**config.mk**
```make
export PLATFORM = sky130hd
export DESIGN_NAME = pcu_pin_change
export DESIGN_NICKNAME = d
export VERILOG_FILES = /design/src/common/pcu_pkg.sv /design/src/verilog/pcu_pin_change.sv
export SDC_FILE = /design/constraint.sdc
export NUM_CORES = 1
export LEC_CHECK = 0
export ABC_AREA = 1
export ABC_CLOCK_PERIOD_IN_PS = 2200
export BUFFER_PORTS_ARGS = -buffer_cell sky130_fd_sc_hd__buf_2
export CAP_MARGIN = 20
export CORE_AREA = 3 3 80 82
export CTS_CLUSTER_DIAMETER = 150
export DETAILED_ROUTE_END_ITERATION = 10
export DIE_AREA = 0 0 83 85
export PLACE_DENSITY = 0.82
export SYNTH_ARGS = -nofsm -noshare
export SYNTH_HDL_FRONTEND = slang
export SYNTH_SLANG_ARGS = --single-unit
```
**constraint.sdc**
```tcl
create_clock -name ref_clk -period 2.2 [get_ports ref_clk]
set_input_delay 0.44 -clock ref_clk [delete_from_list [all_inputs] [get_ports ref_clk]]
set_output_delay 0.44 -clock ref_clk [all_outputs]
set_load 0.05 [all_outputs]
```
**src/common/pcu_pkg.sv**
```systemverilog
// Constants, register map and carrier types for the pin change unit.
package pcu_pkg;

   // ----------------------------------------------------------------------
   // Geometry
   // ----------------------------------------------------------------------
   localparam int PCU_NPORT = 2;
   localparam int PCU_NPIN  = 6;
   localparam int PCU_AW    = 4;
   localparam int PCU_DW    = 8;
   localparam int PCU_NEVT  = 2;

   // ----------------------------------------------------------------------
   // Register offsets, index 0 is port A and index 1 is port C
   // ----------------------------------------------------------------------
   localparam logic [PCU_NPORT-1:0][PCU_AW-1:0] PCU_ADDR_RISE = {4'h3, 4'h0};
   localparam logic [PCU_NPORT-1:0][PCU_AW-1:0] PCU_ADDR_FALL = {4'h4, 4'h1};
   localparam logic [PCU_NPORT-1:0][PCU_AW-1:0] PCU_ADDR_FLAG = {4'h5, 4'h2};
   localparam logic [PCU_AW-1:0] PCU_ADDR_PERIPHERAL_INT_ENABLE_0       = 4'h6;
   localparam logic [PCU_AW-1:0] PCU_ADDR_PERIPHERAL_INT_REQUEST_0       = 4'h7;
   localparam logic [PCU_AW-1:0] PCU_ADDR_EVT_STATUS = 4'h8;
   localparam logic [PCU_AW-1:0] PCU_ADDR_EVT_MASK   = 4'h9;

   // ----------------------------------------------------------------------
   // Field positions and reset values
   // ----------------------------------------------------------------------
   localparam int PCU_MASTER_EN_BIT = 4;
   localparam int PCU_SUMMARY_BIT   = 4;
   localparam logic [PCU_NPIN-1:0] PCU_PIN_RST  = 6'h00;
   localparam logic [PCU_NEVT-1:0] PCU_EVT_RST  = 2'h0;
   localparam logic [PCU_DW-1:0]   PCU_BYTE_RST = 8'h00;

   // ----------------------------------------------------------------------
   // Carrier types
   // ----------------------------------------------------------------------
   typedef struct packed {
      logic [PCU_AW-1:0] addr;
      logic [PCU_DW-1:0] wdata;
      logic              wr;
      logic              rd;
   } pcu_bus_req_t;

   typedef logic [PCU_NPORT-1:0][PCU_NPIN-1:0] pcu_pins_t;

endpackage

```
**src/verilog/pcu_pin_change.sv**
```systemverilog
// Pin change edge interrupt unit with register port and event interrupt.
//
// Implementation choices: the register offsets and the strobed register port.
`timescale 1ns/1ps
// Operation
// - Request reaches CPU only with master enable.
// - Master off: flags still set, no request.
// - Each pin has rise and fall detectors.
// - Rise detector active only when enabled.
// - Fall detector active only when enabled.
// - Both enables set: either edge counts.
// - Enabled edge sets sticky per-pin flag.
// - Flag set with master on raises request.
// - Summary flag is read-only OR of flags.
// - Writing zero clears flag absent new edge.
// - Edge during flag write leaves flag set.
// - Pin change event wakes from sleep; wake_req rises only with master enable on.
// - Six pin bits, bits 7-6 read zero.
// - Enables and flags reset to zero.
module pcu_pin_change
(
   input  logic                  ref_clk,
   input  logic                  reset,
   input  pcu_pkg::pcu_bus_req_t bus,
   input  pcu_pkg::pcu_pins_t    pin_in,
   output logic [7:0]            rd_data,
   output logic                  pin_change_irq,
   output logic                  wake_req,
   output logic                  event_irq
);
   import pcu_pkg::*;

   // ----------------------------------------------------------------------
   // State
   // ----------------------------------------------------------------------
   pcu_pins_t             pin_sync1;
   pcu_pins_t             pin_sync2;
   pcu_pins_t             pin_prev;
   pcu_pins_t             rise_edge_enable_reg;
   pcu_pins_t             fall_edge_enable_reg;
   pcu_pins_t             per_pin_change_flag_reg;
   pcu_pins_t             next_flag;
   pcu_pins_t             rise_seen;
   pcu_pins_t             fall_seen;
   pcu_pins_t             hit;
   logic                  pin_change_master_enable;
   logic                  pin_change_summary_flag;
   logic [PCU_NEVT-1:0]   evt_status;
   logic [PCU_NEVT-1:0]   evt_mask;
   logic [PCU_NEVT-1:0]   port_event;
   logic [PCU_NEVT-1:0]   next_status;
   logic [PCU_NPORT-1:0]  wr_rise;
   logic [PCU_NPORT-1:0]  wr_fall;
   logic [PCU_NPORT-1:0]  wr_flag;
   logic                  wr_peripheral_int_enable_0;
   logic                  wr_status;
   logic                  wr_mask;
   logic [PCU_DW-1:0]     read_mux;

   // Enabled edges of one port: rising and falling detectors act independently.
   function automatic logic [PCU_NPIN-1:0] edge_hit(
      input logic [PCU_NPIN-1:0] r,
      input logic [PCU_NPIN-1:0] f,
      input logic [PCU_NPIN-1:0] re,
      input logic [PCU_NPIN-1:0] fe);
      edge_hit = (r & re) | (f & fe);
   endfunction

   // Read value for one address; pin registers sit in the low six bits.
   // Every source is an argument, so the continuous assignment that calls
   // this re-evaluates as soon as any register changes, not only the address.
   function automatic logic [PCU_DW-1:0] read_reg(
      input logic [PCU_AW-1:0]   a,
      input pcu_pins_t           re,
      input pcu_pins_t           fe,
      input pcu_pins_t           fl,
      input logic                me,
      input logic                sf,
      input logic [PCU_NEVT-1:0] st,
      input logic [PCU_NEVT-1:0] mk);
      logic [PCU_DW-1:0] v;
      v = PCU_BYTE_RST;
      for (int p = 0; p < PCU_NPORT; p++)
      begin
         if (a == PCU_ADDR_RISE[p]) v = {2'h0, re[p]};
         if (a == PCU_ADDR_FALL[p]) v = {2'h0, fe[p]};
         if (a == PCU_ADDR_FLAG[p]) v = {2'h0, fl[p]};
      end
      if (a == PCU_ADDR_PERIPHERAL_INT_ENABLE_0) v[PCU_MASTER_EN_BIT] = me;
      if (a == PCU_ADDR_PERIPHERAL_INT_REQUEST_0) v[PCU_SUMMARY_BIT] = sf;
      if (a == PCU_ADDR_EVT_STATUS) v[PCU_NEVT-1:0] = st;
      if (a == PCU_ADDR_EVT_MASK) v[PCU_NEVT-1:0] = mk;
      read_reg = v;
   endfunction

   // ----------------------------------------------------------------------
   // Pin synchronisers and edge sampling
   // ----------------------------------------------------------------------

   // Two-stage synchroniser followed by the previous-sample register.
   always_ff @(posedge ref_clk)
   begin
      if (reset)
      begin
         pin_sync1 <= '0;
         pin_sync2 <= '0;
         pin_prev  <= '0;
      end
      else
      begin
         pin_sync1 <= pin_in;
         pin_sync2 <= pin_sync1;
         pin_prev  <= pin_sync2;
      end
   end

   // One-cycle edge pulses from the current and previous samples.
   assign rise_seen = pin_sync2 & ~pin_prev;
   assign fall_seen = ~pin_sync2 & pin_prev;

   // ----------------------------------------------------------------------
   // Address decode
   // ----------------------------------------------------------------------

   // Global register write selects.
   assign wr_peripheral_int_enable_0   = bus.wr && (bus.addr == PCU_ADDR_PERIPHERAL_INT_ENABLE_0);
   assign wr_status = bus.wr && (bus.addr == PCU_ADDR_EVT_STATUS);
   assign wr_mask   = bus.wr && (bus.addr == PCU_ADDR_EVT_MASK);
   assign read_mux  = read_reg(bus.addr, rise_edge_enable_reg, fall_edge_enable_reg,
                               per_pin_change_flag_reg, pin_change_master_enable,
                               pin_change_summary_flag, evt_status, evt_mask);

   // ----------------------------------------------------------------------
   // Per-port enables and flags
   // ----------------------------------------------------------------------
   for (genvar p = 0; p < PCU_NPORT; p++)
   begin : g_port
      // Port write selects and detector outputs.
      assign wr_rise[p]    = bus.wr && (bus.addr == PCU_ADDR_RISE[p]);
      assign wr_fall[p]    = bus.wr && (bus.addr == PCU_ADDR_FALL[p]);
      assign wr_flag[p]    = bus.wr && (bus.addr == PCU_ADDR_FLAG[p]);
      assign hit[p]        = edge_hit(rise_seen[p], fall_seen[p],
                                      rise_edge_enable_reg[p], fall_edge_enable_reg[p]);
      assign port_event[p] = |hit[p];
      // A written value lands first and a fresh edge is ORed over it.
      assign next_flag[p]  = (wr_flag[p] ? bus.wdata[PCU_NPIN-1:0] : per_pin_change_flag_reg[p])
                             | hit[p];

      // Edge enables and sticky flags of one port.
      always_ff @(posedge ref_clk)
      begin
         if (reset)
         begin
            rise_edge_enable_reg[p]    <= PCU_PIN_RST;
            fall_edge_enable_reg[p]    <= PCU_PIN_RST;
            per_pin_change_flag_reg[p] <= PCU_PIN_RST;
         end
         else
         begin
            if (wr_rise[p]) rise_edge_enable_reg[p] <= bus.wdata[PCU_NPIN-1:0];
            if (wr_fall[p]) fall_edge_enable_reg[p] <= bus.wdata[PCU_NPIN-1:0];
            per_pin_change_flag_reg[p] <= next_flag[p];
         end
      end
   end

   // ----------------------------------------------------------------------
   // Master enable, request, wake and event interrupt
   // ----------------------------------------------------------------------

   // Summary is the OR of every flag; it has no storage of its own.
   assign pin_change_summary_flag = |per_pin_change_flag_reg;
   // Status set wins over a write-one clear in the same cycle.
   assign next_status = (evt_status & ~(wr_status ? bus.wdata[PCU_NEVT-1:0] : PCU_EVT_RST)) | port_event;

   // Control registers and registered outputs.
   always_ff @(posedge ref_clk)
   begin
      if (reset)
      begin
         pin_change_master_enable <= 1'b0;
         evt_status               <= PCU_EVT_RST;
         evt_mask                 <= PCU_EVT_RST;
         pin_change_irq           <= 1'b0;
         wake_req                 <= 1'b0;
         event_irq                <= 1'b0;
         rd_data                  <= PCU_BYTE_RST;
      end
      else
      begin
         if (wr_peripheral_int_enable_0) pin_change_master_enable <= bus.wdata[PCU_MASTER_EN_BIT];
         if (wr_mask) evt_mask <= bus.wdata[PCU_NEVT-1:0];
         evt_status     <= next_status;
         pin_change_irq <= pin_change_master_enable & pin_change_summary_flag;
         wake_req       <= pin_change_master_enable & pin_change_summary_flag;
         event_irq      <= |(evt_status & evt_mask);
         rd_data        <= bus.rd ? read_mux : PCU_BYTE_RST;
      end
   end
endmodule // pcu_pin_change
```
==> impl_metrics.json <==
{
  "clock_sinks": 85,
  "wirelength_mm": 8.07,
  "chipHeight_um": 85,
  "rsz0062_at_grt": "false",
  "io_buffers": 34,
  "holdWs_ns": 0.273,
  "num_antenna_cells": 0,
  "crit_buf_inv": 1,
  "tns_ns": 0,
  "grtUsageMet3": 0.0718,
  "gp_congestion": 0.949,
  "fin_crit_sh": 0.628,
  "grt_max_degree": 39,
  "cp_slowest_cell": "dfxtp_1",
  "use_met1": 0.298,
  "wl_per_cell_um": 13.0,
  "holdCritPathClass": "input pin to flip-flop",
  "drt_iter0_markers": 296,
  "worst_setup_path_end_kind": "output pin",
  "synth_warnings": 0,
  "clkTransAtPathRegs_ns": 0.08,
  "drcViolationCount": 0,
  "dieArea_sq_um": 7060,
  "ys_types": 26,
  "io_pins": 39,
  "syn_area_sq_um": 3550,
  "antenna_found_initial": 0,
  "core_area_sq_um": 5820,
  "p_leak_nw": 1.91,
  "cp.arrival_ns": 0.94,
  "finalPower_mw": 2.88,
  "grt_pass1_wl_mm": 13.6,
  "grt_pass1_vias": 3035,
  "maxSlewViolCount": 0,
  "syn-instance-count": 505,
  "final_layout_size_suffix_gt1_frac": 0.134,
  "via_per_inst": 5.27,
  "fmax_ghz": 0.724,
  "final_nets": 567,
  "syn_avg_cell_area_sq_um": 7.03,
  "ant_nets": 0,
  "cp_top_family": "flip-flops",
  "area_growth_pct": 11.6,
  "vias": 3265,
  "finalClockSkew_ns": 0.00628,
  "grt-busiest-layer": "met2",
  "overflow": 0,
  "place_ws_ns": 0.470,
  "cts_resized": 0,
  "setup_viol": 0,
  "slowest_delay_ns": 0.32,
  "fill_cells": 510,
  "track_usage": 0.244,
  "start_util": 0.610,
  "startpoint_type": "flip-flop",
  "post_cts_buffers": 0,
  "outcome": "finished, final reports clean",
  "finalWorstSetupSlack_ns": 0.818,
  "die_w_um": 83,
  "numCtsBuffers": 9,
  "h-tree-depth": 3,
  "clk_latency_ns": 0.36,
  "row_count": 28,
  "synth-seq-cells": 85,
  "clockBufferDepth": 2,
  "first_pass_iters": 5,
  "p_per_area_nw_per_um2": 727,
  "cp_cell_sequence": "buf_2",
  "max_cap_viol_count": 0,
  "ctsHoldBuffers": 0,
  "crit_type": "flip-flop to output pin",
  "finalCriticalPeriod_ns": 1.38,
  "crit_fanout": 2,
  "hold_viol": 0,
  "cp.required_ns": 1.76,
  "hpwl_mm": 5.74,
  "root_buffer": "clkbuf_8",
  "yosysSeqAreaShare": 0.479,
  "ir_drop_mv": 0.437,
  "use_met2": 0.394,
  "cts_tree": "yes"
}
## cells in the mapped netlist
cell      instances  share of area
clkbuf_1         11          0.012
nand2_4           1         0.0032
nor2_2            4         0.0070
nor2_8            1         0.0056
buf_6             1         0.0032
nor2_1           77          0.081
nand4_1           6          0.011
a31oi_1           1         0.0018
a211oi_1          1         0.0021
buf_4             3         0.0063
inv_2             4         0.0042
nand3_1          51          0.072
nand2_2           2         0.0035
o21ai_0          18          0.025
nor3b_1           1         0.0021
clkbuf_2          1         0.0014
inv_1            76          0.080
a21oi_1          34          0.048
nand2_1         109           0.12
dfxtp_1          85           0.48
inv_4             1         0.0018
nor2_4            5          0.016
buf_2             1         0.0014
o211ai_1          2         0.0042
conb_1            1         0.0011
o21ai_1           8          0.011
## final timing paths
kind                               start        endpoint  slack, ns  depth (start not counted)
max                             wake_req  pin_change_irq       0.82                          1
min                           pin_in[10]   pin_sync1[10]       0.27                          3
max reg2reg  per_pin_change_flag_reg[11]      rd_data[4]       0.98                          7
min reg2reg                 pin_sync1[7]    pin_sync2[7]       0.40                          2
## kinds of logic after synthesis
kind of cell           synth area share
AOI/OAI and AO/OA                0.0927
and+or+nand+nor                   0.317
buffers and inverters             0.110
other                           0.00106
DFF                               0.479
## worst min-delay path: cells and delay by family
| family | cells | cell delay (ns) |
|---|---|---|
| buf+inv | 2 | 0.10 |
| simple gates | 1 | 0.06 |
## routing by layer
layer | wire (um) | up-vias
met1 | 3300 | 1474
li1 | - | 1629
met4 | 272 | 0
met3 | 695 | 28
met5 | 0 | -
met2 | 3800 | 134
## cell type report
cell class	instances	area (sq um)	area share
clock buffers	9	124	0.0313
repair buffers	39	208	0.0524
multi-input cells	323	1460	0.369
inverters	81	307	0.0774
well taps	75	93.8	0.0237
clock inverters	7	66.3	0.0167
flip-flops and latches	85	1700	0.430
## stage by stage
stage	utilization	instance area, sq um	cells
3_3_place_gp	0.648	3770	603
5_1_grt	0.681	3960	619
4_1_cts	0.681	3960	619
6_report	0.681	3960	619
3_5_place_dp	0.648	3770	603
2_1_floorplan	-	3550	506
## cells in the final DEF (no fill, tap or decap), types with 2 or more instances in the layout
cell / count
nand2_1: 109
dfxtp_1: 85
nor2_1: 77
inv_1: 76
nand3_1: 51
a21oi_1: 34
buf_2: 34
o21ai_0: 18
clkbuf_8: 9
o21ai_1: 8
nand4_1: 6
nor2_4: 5
buf_4: 5
inv_2: 4
nor2_2: 4
clkinv_2: 4
nand2_2: 2
o211ai_1: 2
conb_1: 2
## power breakdown
part	leakage [nW]	internal, mW	switching (mW)
Clock	0.0987	0.518	0.561
Sequential	0.692	1.58	0.0166
Combinational	1.12	0.0593	0.148
Total	1.91	2.15	0.725
Note: power is estimated with default switching activity, not from simulation.
